--- src/verilog/acs_defines.vh ---
`ifndef ACS_DEFINES_VH
`define ACS_DEFINES_VH

// register byte offsets
`define ACS_OFF_CTRL 12'h000
`define ACS_OFF_CTRL2 12'h004
`define ACS_OFF_STATUS 12'h008
`define ACS_OFF_RESULT 12'h00C

// field positions
`define ACS_CTRL_START 0
`define ACS_STAT_DONE 0
`define ACS_STAT_SAMPLING 1
`define ACS_CTRL2_ACQ_HI 5
`define ACS_CTRL2_ACQ_LO 3
`define ACS_CTRL2_CLK_HI 2
`define ACS_CTRL2_CLK_LO 0

// reset values
`define ACS_RST_ACQ_SEL 3'h0
`define ACS_RST_CLK_SEL 3'h0
`define ACS_RST_RESULT 10'h000

// conversion clock select codes
`define ACS_CLK_DIV2 3'h0
`define ACS_CLK_DIV4 3'h4
`define ACS_CLK_DIV8 3'h1
`define ACS_CLK_DIV16 3'h5
`define ACS_CLK_DIV32 3'h2
`define ACS_CLK_DIV64 3'h6

// acquisition lengths in bit periods
`define ACS_ACQ_001 5'h02
`define ACS_ACQ_010 5'h04
`define ACS_ACQ_011 5'h06
`define ACS_ACQ_100 5'h08
`define ACS_ACQ_101 5'h0C
`define ACS_ACQ_110 5'h10
`define ACS_ACQ_111 5'h14

// timing, in system clocks of 50 ns
`define ACS_DIV2_CLKS 7'h02
`define ACS_DIV4_CLKS 7'h04
`define ACS_DIV8_CLKS 7'h08
`define ACS_DIV16_CLKS 7'h10
`define ACS_DIV32_CLKS 7'h20
`define ACS_DIV64_CLKS 7'h40
// rc bit period: 1.2 us, or 2.5 us on low-power parts
`define ACS_RC_CYCLES 7'h18
`define ACS_RC_LP_CYCLES 7'h32
`define ACS_INSTR_CYCLES 3'h4
`define ACS_CONV_TADS 4'hB
`define ACS_WAIT_TADS 4'h2
`define ACS_RES_BITS 10

// successive approximation
`define ACS_DAC_FIRST 10'h200
`define ACS_RST_DAC 10'h000
`define ACS_TOP_POS 4'hA
`define ACS_POS_ONE 11'h001

`endif

--- src/verilog/acs_tick_gen.v ---
`timescale 1ns/1ns
`include "acs_defines.vh"

module acs_tick_gen (
  input wire clk, // system clock
  input wire resetn, // async reset, active low
  input wire run, // count while high, restart when low
  input wire [2:0] clkSel, // conversion clock select
  input wire lowPower, // low-power part, slower rc period
  output wire tick // one-cycle pulse per bit period
);

  reg [6:0] count;
  reg [6:0] divisor;

  always @* begin
    if (clkSel[1:0] == 2'b11) begin
      if (lowPower) begin
        divisor = `ACS_RC_LP_CYCLES;
      end else begin
        divisor = `ACS_RC_CYCLES;
      end
    end else begin
      case (clkSel)
        `ACS_CLK_DIV2: divisor = `ACS_DIV2_CLKS;
        `ACS_CLK_DIV4: divisor = `ACS_DIV4_CLKS;
        `ACS_CLK_DIV8: divisor = `ACS_DIV8_CLKS;
        `ACS_CLK_DIV16: divisor = `ACS_DIV16_CLKS;
        `ACS_CLK_DIV32: divisor = `ACS_DIV32_CLKS;
        default: divisor = `ACS_DIV64_CLKS;
      endcase
    end
  end

  assign tick = run && (count == divisor - 7'h01);

  always @(posedge clk or negedge resetn) begin
    if (!resetn) begin
      count <= 7'h00;
    end else if (!run || tick) begin
      count <= 7'h00;
    end else begin
      count <= count + 7'h01;
    end
  end

endmodule // acs_tick_gen

--- src/verilog/acs_sequencer.v ---
`timescale 1ns/1ns
`include "acs_defines.vh"

module acs_sequencer (
  input wire clk, // system clock, 20 MHz
  input wire resetn, // async reset, active low
  input wire psel, // apb select
  input wire penable, // apb enable
  input wire pwrite, // apb write
  input wire [11:0] paddr, // apb byte address
  input wire [31:0] pwdata, // apb write data
  output wire pready, // apb ready
  output reg [31:0] prdata, // apb read data
  output reg pslverr, // apb error, unmapped address
  input wire lowPower, // low-power part strap
  input wire compHigh, // comparator pin: input above dac level
  output reg [9:0] dacCode, // trial code to the capacitor dac
  output reg sampleClosed, // sampling switch closed
  output reg convDoneFlag // conversion done flag
);

  ////////////////////////////////////////////////////////////////////////
  localparam ST_SAMPLE = 3'd0;
  localparam ST_DELAY = 3'd1;
  localparam ST_ACQ = 3'd2;
  localparam ST_CONV = 3'd3;
  localparam ST_WAIT = 3'd4;

  reg [2:0] state;
  reg [2:0] next_state;
  reg startBit;
  reg [2:0] acqSel;
  reg [2:0] clkSel;
  reg [9:0] result;
  reg [4:0] tickCnt;
  reg [2:0] delayCnt;
  reg comp1;
  reg comp2;
  reg comp3;
  reg compStable;
  reg [4:0] acqLen;
  wire tick;
  wire rcSel;
  wire apbWrite;
  wire setupRead;
  wire convEnd;
  wire abortNow;
  wire [3:0] bitPos;
  wire tickRun;
  wire convStart;
  wire trialStep;
  wire [10:0] posHot;
  wire [9:0] next_dacCode;
  reg lp1;
  reg lp2;
  reg lp3;
  reg lowPowerSync;
  localparam [9:0] DAC_FIRST = `ACS_DAC_FIRST;
  genvar b;

  ////////////////////////////////////////////////////////////////////////
  // zero wait states: answer in the access cycle
  assign pready = psel && penable;
  assign apbWrite = psel && penable && pwrite;
  assign setupRead = psel && !penable;

  assign rcSel = (clkSel[1:0] == 2'b11);

  always @* begin
    case (acqSel)
      3'h1: acqLen = `ACS_ACQ_001;
      3'h2: acqLen = `ACS_ACQ_010;
      3'h3: acqLen = `ACS_ACQ_011;
      3'h4: acqLen = `ACS_ACQ_100;
      3'h5: acqLen = `ACS_ACQ_101;
      3'h6: acqLen = `ACS_ACQ_110;
      3'h7: acqLen = `ACS_ACQ_111;
      default: acqLen = 5'd0;
    endcase
  end

  ////////////////////////////////////////////////////////////////////////
  // register reads prepared in the setup cycle so prdata is a flop
  always @(posedge clk or negedge resetn) begin
    if (!resetn) begin
      prdata <= 32'h0000_0000;
      pslverr <= 1'b0;
    end else if (setupRead || (psel && !penable)) begin
      pslverr <= 1'b0;
      prdata <= 32'h0000_0000;
      if (paddr == `ACS_OFF_CTRL) begin
        // start bit is the only busy indication
        prdata[`ACS_CTRL_START] <= startBit;
      end else if (paddr == `ACS_OFF_CTRL2) begin
        prdata[`ACS_CTRL2_ACQ_HI:`ACS_CTRL2_ACQ_LO] <= acqSel;
        prdata[`ACS_CTRL2_CLK_HI:`ACS_CTRL2_CLK_LO] <= clkSel;
      end else if (paddr == `ACS_OFF_STATUS) begin
        prdata[`ACS_STAT_DONE] <= convDoneFlag;
        prdata[`ACS_STAT_SAMPLING] <= sampleClosed;
      end else if (paddr == `ACS_OFF_RESULT) begin
        prdata[`ACS_RES_BITS-1:0] <= result;
      end else begin
        pslverr <= 1'b1;
      end
    end
  end

  ////////////////////////////////////////////////////////////////////////
  // configuration register
  always @(posedge clk or negedge resetn) begin
    if (!resetn) begin
      acqSel <= `ACS_RST_ACQ_SEL;
      clkSel <= `ACS_RST_CLK_SEL;
    end else if (apbWrite && paddr == `ACS_OFF_CTRL2) begin
      acqSel <= pwdata[`ACS_CTRL2_ACQ_HI:`ACS_CTRL2_ACQ_LO];
      clkSel <= pwdata[`ACS_CTRL2_CLK_HI:`ACS_CTRL2_CLK_LO];
    end
  end

  // start bit: software write wins over the hardware clear
  always @(posedge clk or negedge resetn) begin
    if (!resetn) begin
      startBit <= 1'b0;
    end else if (apbWrite && paddr == `ACS_OFF_CTRL) begin
      startBit <= pwdata[`ACS_CTRL_START];
    end else if (convEnd) begin
      startBit <= 1'b0;
    end
  end

  // done flag: write one to clear, a new completion wins
  always @(posedge clk or negedge resetn) begin
    if (!resetn) begin
      convDoneFlag <= 1'b0;
    end else if (convEnd) begin
      convDoneFlag <= 1'b1;
    end else if (apbWrite && paddr == `ACS_OFF_STATUS &&
                 pwdata[`ACS_STAT_DONE]) begin
      convDoneFlag <= 1'b0;
    end
  end

  ////////////////////////////////////////////////////////////////////////
  // comparator pin: three flops, a change needs stages two and three
  always @(posedge clk or negedge resetn) begin
    if (!resetn) begin
      comp1 <= 1'b0;
      comp2 <= 1'b0;
      comp3 <= 1'b0;
      compStable <= 1'b0;
    end else begin
      comp1 <= compHigh;
      comp2 <= comp1;
      comp3 <= comp2;
      if (comp2 == comp3) begin
        compStable <= comp3;
      end
    end
  end

  ////////////////////////////////////////////////////////////////////////
  // strap pin: same three-flop filter, so a one-clock glitch cannot
  // change the rc divisor; a lasting change applies mid bit period too
  // part type strap
  always @(posedge clk or negedge resetn) begin
    if (!resetn) begin
      lp1 <= 1'b0;
      lp2 <= 1'b0;
      lp3 <= 1'b0;
      lowPowerSync <= 1'b0;
    end else begin
      lp1 <= lowPower;
      lp2 <= lp1;
      lp3 <= lp2;
      if (lp2 == lp3) begin
        lowPowerSync <= lp3;
      end
    end
  end

  ////////////////////////////////////////////////////////////////////////
  // restart the divider on abort so the wait gets two full periods
  assign tickRun = !abortNow &&
    (state == ST_ACQ || state == ST_CONV || state == ST_WAIT);

  // bit-period ticks from divider or rc source
  acs_tick_gen u_tick (
    .clk(clk),
    .resetn(resetn),
    .run(tickRun),
    .clkSel(clkSel),
    .lowPower(lowPowerSync),
    .tick(tick)
  );

  // clearing start aborts the delay, acquisition or conversion phase, not the wait
  assign abortNow = !startBit &&
    (state == ST_DELAY || state == ST_ACQ || state == ST_CONV);
  assign convEnd = (state == ST_CONV) && startBit && tick &&
    (tickCnt == {1'b0, `ACS_CONV_TADS} - 5'd1);
  // first tick is the hold period, then msb down to lsb
  assign bitPos = `ACS_TOP_POS - tickCnt[3:0];

  always @* begin
    next_state = state;
    case (state)
      ST_SAMPLE: begin
        if (startBit) begin
          if (rcSel) begin
            next_state = ST_DELAY;
          end else if (acqSel != 3'h0) begin
            next_state = ST_ACQ;
          end else begin
            next_state = ST_CONV;
          end
        end
      end
      ST_DELAY: begin
        if (abortNow) begin
          next_state = ST_WAIT;
        end else if (delayCnt == `ACS_INSTR_CYCLES - 3'd1) begin
          // one instruction cycle before the rc clock runs
          if (acqSel != 3'h0) begin
            next_state = ST_ACQ;
          end else begin
            next_state = ST_CONV;
          end
        end
      end
      ST_ACQ: begin
        if (abortNow) begin
          next_state = ST_WAIT;
        end else if (tick && tickCnt == acqLen - 5'd1) begin
          next_state = ST_CONV;
        end
      end
      ST_CONV: begin
        if (abortNow || convEnd) begin
          next_state = ST_WAIT;
        end
      end
      ST_WAIT: begin
        // two bit periods before sampling again
        if (tick && tickCnt == {1'b0, `ACS_WAIT_TADS} - 5'd1) begin
          next_state = ST_SAMPLE;
        end
      end
      default: next_state = ST_SAMPLE;
    endcase
  end

  ////////////////////////////////////////////////////////////////////////
  always @(posedge clk or negedge resetn) begin
    if (!resetn) begin
      state <= ST_SAMPLE;
      tickCnt <= 5'd0;
      delayCnt <= 3'd0;
    end else begin
      state <= next_state;
      if (next_state != state) begin
        tickCnt <= 5'd0;
        delayCnt <= 3'd0;
      end else begin
        if (tick) begin
          tickCnt <= tickCnt + 5'd1;
        end
        if (state == ST_DELAY) begin
          delayCnt <= delayCnt + 3'd1;
        end
      end
    end
  end

  // sampling resumes once back in the sample state
  always @(posedge clk or negedge resetn) begin
    if (!resetn) begin
      sampleClosed <= 1'b1;
    end else begin
      sampleClosed <= (next_state == ST_SAMPLE) ||
        (next_state == ST_ACQ) ||
        (next_state == ST_DELAY && acqSel != 3'h0);
    end
  end

  ////////////////////////////////////////////////////////////////////////
  // successive approximation; the comparator result is sampled at the
  // end of each bit period, so the pin must settle four clocks before the period ends
  assign convStart = (state != ST_CONV) && (next_state == ST_CONV);
  assign trialStep = (state == ST_CONV) && startBit && tick &&
    (tickCnt != 5'h00);
  assign posHot = `ACS_POS_ONE << bitPos;

  // per bit: armed one step early, kept or dropped on its own step
  generate
    for (b = 0; b < `ACS_RES_BITS; b = b + 1) begin : g_trial
      assign next_dacCode[b] = convStart ? DAC_FIRST[b] :
        (trialStep && posHot[b + 1]) ? 1'b1 :
        (trialStep && posHot[b]) ? (dacCode[b] & compStable) :
        dacCode[b];
    end
  endgenerate

  always @(posedge clk or negedge resetn) begin
    if (!resetn) begin
      dacCode <= `ACS_RST_DAC;
      result <= `ACS_RST_RESULT;
    end else begin
      dacCode <= next_dacCode;
      // result only written by a completed conversion
      if (convEnd) begin
        result <= {dacCode[9:1], compStable & dacCode[0]};
      end
    end
  end

endmodule // acs_sequencer

--- config.mk ---
export PLATFORM = sky130hd
export DESIGN_NAME = acs_sequencer
export DESIGN_NICKNAME = d
export VERILOG_FILES = /design/src/verilog/acs_tick_gen.v /design/src/verilog/acs_sequencer.v
export VERILOG_INCLUDE_DIRS = /design/src /design/src/verilog
export SDC_FILE = /design/constraint.sdc
export NUM_CORES = 1
export LEC_CHECK = 0
export BUFFER_PORTS_ARGS = -buffer_cell sky130_fd_sc_hd__buf_2
export CORE_ASPECT_RATIO = 1.4
export CORE_MARGIN = 2
export CORE_UTILIZATION = 48
export CTS_CLUSTER_SIZE = 12
export DETAILED_ROUTE_END_ITERATION = 8
export PLACE_DENSITY = 0.74
export SLEW_MARGIN = 20
export SYNTH_ARGS = -nofsm -noshare
export SYNTH_HDL_FRONTEND = slang
export SYNTH_SLANG_ARGS = --single-unit
--- constraint.sdc ---
create_clock -name clk -period 2.75 [get_ports clk]
set_input_delay 0.4125 -clock clk [delete_from_list [all_inputs] [get_ports clk]]
set_output_delay 0.4125 -clock clk [all_outputs]
set_load 0.05 [all_outputs]
# Yosys cells after proc, flatten, opt, wreduce, memory -nomap -nowiden
# Index checks and enable logic that the tools add are counted.
# W data, S select, Z words.
[totals]
reg_bits = 66
latch_bits = 0
ram_bits = 0
romBits = 0
inputBits = 51
out_inout_bits = 46
wordCells = 203
mem_count = 0
[classes]
add_sub_neg = 6
n_mul = 0
n_div = 0
order_cmp = 0
n_eq_ne = 31
shifts = 1
mux = 64
bitwise = 10
reduce_logical = 61
[ops]
columns = ["cell", "count"]
rows = [
  ["$mux W1", 40],
  ["$pmux W5 S7", 1],
  ["$pmux W7 S5", 1],
  ["$reduce_bool A3 Y1", 11],
  ["$logic_and A1 B1 Y1", 29],
  ["$mux W3", 9],
  ["$eq A12 B4 Y1 const B", 2],
  ["$eq A3 B2 Y1 const B", 8],
  ["$eq A3 B3 Y1 const B", 7],
  ["$pmux W3 S5", 1],
  ["$mux W7", 2],
  ["$eq A12 B3 Y1 const B", 1],
  ["$eq A3 B1 Y1 const B", 4],
  ["$logic_not A12 Y1", 1],
  ["$mux W6", 2],
  ["$shl A1 B4 Y11 const A", 1],
  ["$and A1 B1 Y1", 10],
  ["$mux W10", 1],
  ["$mux W5", 2],
  ["$logic_not A3 Y1", 3],
  ["$mux W9", 1],
  ["$logic_or A1 B1 Y1", 8],
  ["$mux W8", 1],
  ["$reduce_bool A2 Y1", 4],
  ["other kinds (18)", 23],
]

# Logic depth before layout (Yosys ltp)
# Gate-level depths: netlist (run 1).
[depth]
ltp_word = 15
depth_mapped = 12
depth_no_buf = 9

# Modules after synthesis
# From an unflattened synthesis (run 1), not the netlist that was laid out.
[unflattened]
cells_unflattened = 354
area_unflattened_um2 = 3772.4
[by_module_without_submodules]
columns = ["module", "n_inst", "cells_each", "area_each_um2", "seq_area_each_um2"]
rows = [
  ["acs_sequencer", 1, 303, 3226.8, 1477.7],
  ["acs_tick_gen", 1, 51, 545.5, 175.2],
]

# Worst setup path before layout (run 1)
# No wires, ideal clock.
[synth_timing]
kind = "flip-flop to flip-flop"
startpoint = "register clkSel[1]"
endpoint = "register result[8]"
setup_time_ps = 128
arrival_time_ps = 2678
required_time_ps = 2622
setup_slack_ps = -56
path_stages_with_launch = 12
path_buffers = 2
synth_period_minus_slack_ps = 2806
cell_sequence = "dfrtp_1 > buf_6 > nor3_1 > nor2_1 > ha_1 > nor2b_1 > a211oi_4 > xor2_2 > nand3_4 > nor3_4 > buf_4 > mux2_1"
[synth_via]
elab_chain_cells = 8
elab_cells_between_ends = 13
cone_classes = "add/sub: 1; eq/ne: 6; mux: 2; reduce/logical: 4"
[synth_rtl]
columns = ["element", "line_no", "rtl"]
rows = [
  ["start: declaration", "acs_sequencer.v:33", "reg [2:0] clkSel;"],
  ["start signal: assignment", "acs_sequencer.v:113", "clkSel <= `ACS_RST_CLK_SEL;"],
  ["start signal: assignment", "acs_sequencer.v:116", "clkSel <= pwdata[`ACS_CTRL2_CLK_HI:`ACS_CTRL2_CLK_LO];"],
  ["$eq A3 B2 Y1 (tied with other cells)", "acs_tick_gen.v:24", "case (clkSel)"],
  ["$pmux W7 S5", "acs_tick_gen.v:24", ""],
  ["$mux W7 *", "acs_tick_gen.v:17", "if (clkSel[1:0] == 2'b11) begin"],
  ["$sub A7 B1 Y7 *", "acs_tick_gen.v:35", "assign tick = run && (count == divisor - 7'h01);"],
  ["$eq A7 B7 Y1 *", "acs_tick_gen.v:35", ""],
  ["$logic_and A1 B1 Y1 *", "acs_tick_gen.v:35", ""],
  ["$logic_and A1 B1 Y1 * (2 in a row)", "acs_sequencer.v:199", "assign convEnd = (state == ST_CONV) && startBit && tick &&"],
  ["end signal: assignment", "acs_sequencer.v:306", "result <= `ACS_RST_RESULT;"],
  ["end signal: assignment", "acs_sequencer.v:311", "result <= {dacCode[9:1], compStable & dacCode[0]};"],
  ["end: declaration", "acs_sequencer.v:34", "reg [9:0] result;"],
]
# Every way passes the cells marked *; elsewhere a longest branch is shown, timed or not.
# A chain may end at the register's enable or synchronous reset.

# Worst setup path after layout (run 1)
[layout_timing]
startpoint = "register clkSel[0]"
endpoint = "register result[9]"
# The elaborated chain is that of the path after synthesis.

==> impl_metrics.ini, run 1 <==
[outcome]
status = complete, no violations

[sta]
fin_worst_skew_ns = 0.00841
final_hold_viol_count = 0
min_period_over_period_pct = 96.7
setup_tns_ns = 0
max_freq_mhz = 376
slew_viol_final = 0
setup_slack_ns = 0.0901
setup_viol = 0
worst_slew_pin_slew_ns = 0.908
max_slew_margin_pct = 39.5
hold_ws_ns = 0.0814
period_needed_ns = 2.66
grt_setup_unrepaired = yes

[worst_setup_path]
cp-start-kind = register
criticalPathCategory = reg -> reg
worst_ep_arrival_time_ns = 2.92
required_ns = 3.01
critPathCaptureType = register
cp_max_fo = 6

[place]
gp_congestion = 0.909
dp_hpwl_microns = 6320
pre_cts_ws_ns = -0.0704
portBuffers = 48

[routing]
routedWlPerCell_microns = 15.4
drt-pass1-iter-count = 4
num_vias = 3005
drc = 0
first_iter_violations = 163
postRouteAntennaNets = 0
wirelength_microns = 8560
via_per_inst = 5.39

[yosys]
synth_area_leaders = dfrtp_1 (42%), buf_4 (4.9%), ha_1 (3.3%), nand2_1 (2.8%), o21ai_0 (2.7%)
synthesis.area_sq_um = 3850
ys_seq_area_share_pct = 43.0
synth_top_area_share_pct = 42.3
ys_warn_count = 0
synthCells = 379
synth-main-ff-cell = dfrtp_1
async_flop_share_pct = 100
syn_avg_cell_area_sq_um = 10.2
yosysMostFrequentCell = dfrtp_1
ys_seq_elements = 66
synth_top_area_cell = dfrtp_1
ys_types = 69
synthTopCellsByCount = dfrtp_1 (65), nand2_1 (29), buf_4 (25), nor2_1 (25), o21ai_0 (21)
synth_edf_count = 0

[global_routing]
antenna_found_initial = 0
grt_pass1_vias = 2824
grt_max_degree = 39
grt_pass1_wl_microns = 13500
grt-ovfl-total = 0
track_usage_pct = 20.4

[finish]
synthToLayoutAreaGrowth_pct = 20.6
drive_above_1_share_pct = 30.4
antenna_cells = 0
nets = 513

[clock_network]
cts_hold_buf = 0
cts_made_buffers = 9
cts_tree = done
cts_max_path_buffers = 2
insertion_delay_ns = 0.36
cts.clk_slew.worst_paths_ns = 0.08
root_buffer = clkbuf_8
cts_max_level = 3
cts_sinks = 66

[power]
p_int_w = 0.00206
power_frac_comb_pct = 37.1
swShare_pct = 38.7
leakagePower_nw = 2.18
power_switching_w = 0.00130
power_density_nw_per_um2 = 726
power_frac_seq_pct = 36.3
clkPwrFrac_pct = 26.7
peakVddDrop_uv = 333

[floorplan]
dieArea_sq_um = 8760
core_area_sq_um = 7750
die_y_microns = 110
rows = 38
ios = 97
start_util_pct = 49.6
die_w_microns = 79.7

[worst_hold_path]
worstHoldPathType = in -> async

[job]
drv_cap = 0
## area by class of cell
type	count	area, sq um
multi-input combinational	284	2090
inverter	10	37.5
tap	100	125
clock buffer	9	124
clock inverter	7	93.8
sequential	66	1660
fill	631	3110
timing repair buffer	81	517
## routing by layer
metal | GRT usage [%] | share of wire (%) | vias up
met2 | 37.0 | 54 | 69
met3 | 5.17 | 4.2 | 10
met5 | 0 | 0 | -
met4 | 9.11 | 2.0 | 0
met1 | 22.2 | 40 | 1467
li1 | - | - | 1459
## logic make-up (layout without fill, tap and decap cells)
group / Yosys count / after routing / synth area share (%)
and+or+nand+nor: 141 / 141 / 22.0
other: 1 / 22 / 0.0975
adders and majority gates: 12 / 12 / 3.77
xor gates and xnor gates: 19 / 19 / 4.52
DFF: 66 / 66 / 43.0
buffers and inverters: 50 / 107 / 7.54
AOI/OAI and AO/OA: 66 / 66 / 12.3
muxes: 24 / 24 / 6.83
## critical path, stage by stage, from the launching register on
cell and delay (ns):
dfrtp_2 0.46, nor3_4 0.25, nor2_4 0.05, ha_4 0.22, xnor2_2 0.15, nor4b_4 0.31
and3_4 0.26, nand3_4 0.13, or3_4 0.42, mux2_4 0.30
## power by group through the flow
stage                     clock, W  sequential, W  combinational [W]
after CTS                 0.000915        0.00121            0.00119
after global routing      0.000950        0.00124            0.00137
after floorplan                  0        0.00125           0.000841
final                     0.000898        0.00122            0.00125
after global placement           0        0.00122            0.00113
after detailed placement         0        0.00123            0.00115
## stage by stage
| step | total power [W] | instances | cell area [sq um] | utilization (%) |
|---|---|---|---|---|
| 6_report | 0.00337 | 557 | 4640 | 59.9 |
| 5_1_grt | 0.00356 | 557 | 4640 | 59.9 |
| 3_3_place_gp | 0.00235 | 535 | 4270 | 55.1 |
| 3_5_place_dp | 0.00238 | 535 | 4270 | 55.1 |
| 2_1_floorplan | 0.00209 | 400 | 3940 | - |
| 4_1_cts | 0.00331 | 553 | 4520 | 58.3 |
## flip-flops by register name, indices dropped and copies added (netlist names)
register / cells
lowPowerSync: 1
dacCode: 10
lp2: 1
clkSel: 3
compStable: 1
state: 3
comp1: 1
convDoneFlag: 1
startBit: 1
u_tick.count: 7
comp3: 1
acqSel: 3
pslverr: 1
prdata: 10
result: 10
delayCnt: 3
comp2: 1
sampleClosed: 1
lp3: 1
tickCnt: 5
lp1: 1
## repair_timing
action | 4_1_cts | 5_1_grt
setup buffers | 2 | 4
setup endpoints to repair | 11 | 37
gates resized for setup | 3 | 16
pin swaps | 3 | 8
gates cloned | 0 | 0
hold endpoints to repair | 0 | 0
## path summary, 6_finish.rpt
check,from,to,slack [ns],cells after the start
setup / recovery,clkSel[0],result[9],0.09,9
hold / removal,resetn,prdata[2],0.08,1
setup reg to reg,clkSel[0],result[9],0.09,9
hold reg to reg,comp1,comp2,0.36,0
max in group asynchronous,resetn,sampleClosed,1.98,2
min in group clk,lowPower,lp1,0.15,1
## cell usage in the layout (no fill, tap or decap), types with 7 or more instances in the layout
master / Yosys / final
xnor2_1: 9 / 7
nor2b_1: 8 / 8
mux2i_1: 9 / 9
inv_1: 10 / 10
nand2_1: 29 / 29
a22oi_1: 10 / 10
conb_1: 1 / 22
ha_1: 10 / 9
clkbuf_8: 0 / 9
nor2_1: 25 / 24
mux2_2: 8 / 8
nand2b_1: 9 / 9
buf_2: 1 / 48
buf_4: 25 / 30
dfrtp_1: 65 / 63
nand3_1: 8 / 7
nand4_1: 9 / 9
o21ai_0: 21 / 21
xor2_1: 9 / 8
nor3_1: 8 / 7
No activity file was read; power rests on OpenSTA's default activity.
==> run 2: changes to the inputs <==
Settings changed: PLACE_DENSITY 0.74 to 0.76.
==> impl_metrics.ini, run 2 (synthesis gave the netlist of run 1 again) <==
[outcome]
status = finished, violations left
violations = negative setup slack

[global_routing]
grt-ovfl-total = 0
antenna_found_initial = 0
grt_pass1_vias = 3031
grt_max_degree = 39
track_usage_pct = 21.1
grt_pass1_wl_microns = 14100

[power]
power_density_nw_per_um2 = 756
peakVddDrop_uv = 338
leakagePower_nw = 2.22
power_w = 0.00358

[sta]
period_needed_ns = 2.75
final_hold_viol_count = 0
setup_viol = 1
fin_worst_skew_ns = 0.0101
setup_slack_ns = -0.00152
min_period_over_period_pct = 100
worst_slew_pin_slew_ns = 0.898
max_freq_mhz = 363
max_slew_margin_pct = 40.1
slew_viol_final = 0
grt_setup_unrepaired = yes

[place]
gp_congestion = 0.943
dp.cells = 536
dp_hpwl_microns = 6490
pre_cts_ws_ns = -0.000965
portBuffers = 48

[clock_network]
cts_max_level = 3
insertion_delay_ns = 0.35
cts.clk_slew.worst_paths_ns = 0.07
root_buffer = clkbuf_8
cts_hold_buf = 0
cts_sinks = 66
cts_max_path_buffers = 2
cts_tree = done
cts_made_buffers = 9

[floorplan]
die_w_microns = 79.7
dieArea_sq_um = 8760
core_area_sq_um = 7750
start_util_pct = 49.6
die_y_microns = 110
rows = 38
ios = 97

[worst_setup_path]
required_ns = 2.99
cp_max_fo = 5
regToRegStartpoint = clkSel[0]
worst_ep_arrival_time_ns = 2.99
startpoint = clkSel[0]
critPathCaptureType = register
cp-start-kind = register
criticalPathCategory = reg -> reg

[routing]
drt-pass1-iter-count = 4
num_vias = 3120
routedWlPerCell_microns = 16.1
first_iter_violations = 176
postRouteAntennaNets = 0
wirelength_microns = 9080
via_per_inst = 5.54
drc = 0

[finish]
final_common_cell = dfrtp_1
most-common-layout-cells = dfrtp_1 (63), buf_2 (48), buf_4 (33)
final_cells = 563
nets = 519
multi_input_area_sq_um = 2080
drive_above_1_share_pct = 31.7
reg_top3 = dacCode x10, prdata x10, result x10
regArea_sq_um = 1660
antenna_cells = 0
fillers = 595
synthToLayoutAreaGrowth_pct = 23.0

[job]
drv_cap = 0

[worst_hold_path]
worstHoldPathType = in -> async
run 2: changes by cell type in the layout (fill, tap and decap cells not counted), moves of 2 or more:
cell	before	now
buf_4	30	33
buf_6	1	3
clkbuf_8	9	11
clkinv_2	2	0
mux2_1	6	4
mux2_4	1	3
o221ai_2	0	2
run 2: stage by stage:
| stage | cell area (sq um) | hold slack [ns] | utilization, % | setup TNS (ns) |
|---|---|---|---|---|
| global route | 4730 | 0.137 | 61.1 | -1.08 |
| finish | 4730 | 0.0915 | 61.1 | -0.00152 |
| detailed placement | 4280 | 0.336 | 55.2 | -0.000965 |
| floorplan | 3940 | 0.117 | - | 0 |
| CTS | 4550 | 0.111 | 58.7 | -0.00326 |
| global placement | 4280 | 0.333 | 55.2 | 0 |
run 2: final cells by class:
cell class              instances  share of cell area, %
repair buffers                 87                   12.3
clock buffers                  12                   3.28
flip-flops and latches         66                   35.0
clock inverters                 4                   2.06
well taps                     100                   2.64
inverters                      10                  0.793
multi-input cells             284                   44.0
run 2: path summary, 6_finish.rpt:
| kind | end | slack (ns) | depth (start not counted) |
|---|---|---|---|
| max | result[1] | -0.002 | 11 |
| min | prdata[0] | 0.09 | 1 |
| max reg2reg | result[1] | -0.002 | 11 |
| min reg2reg | lp2 | 0.35 | 0 |
| max in group asynchronous | sampleClosed | 1.97 | 2 |
| min in group clk | comp1 | 0.17 | 1 |
run 2: worst max-delay path, stage by stage (launching register included):
cell	delay (ns)
dfrtp_2	0.46
nor3_4	0.24
nor2_4	0.07
ha_4	0.22
xnor2_2	0.13
nor4b_2	0.33
and3_4	0.28
nand3_4	0.11
nor3_4	0.22
buf_12	0.14
buf_12	0.10
mux2_2	0.32
run 2: per-layer routing:
layer  wire length [microns]  vias to the layer above  track usage (%)  part of all wire (%)
met4                     410                        0             11.5                   4.5
li1                        -                     1469                -                     -
met1                    3450                     1522             21.9                    38
met2                    4800                      101             39.3                    53
met3                     421                       28             4.35                   4.6
met5                       0                        -                0                     0
run 2: repair_timing:
item | 4_1_cts | 5_1_grt
pin swaps | 2 | 14
gates cloned | 0 | 0
resized for setup | 2 | 20
setup endpoints to repair | 6 | 32
setup buffers | 1 | 10
run 2: power by group:
part           total (W)  switching, W  internal (W)  leakage, nW
clock network    0.00102      0.000373      0.000652        0.123
registers        0.00122      0.000141       0.00108        0.864
logic            0.00133      0.000803      0.000525         1.23
total            0.00358       0.00132       0.00226         2.22
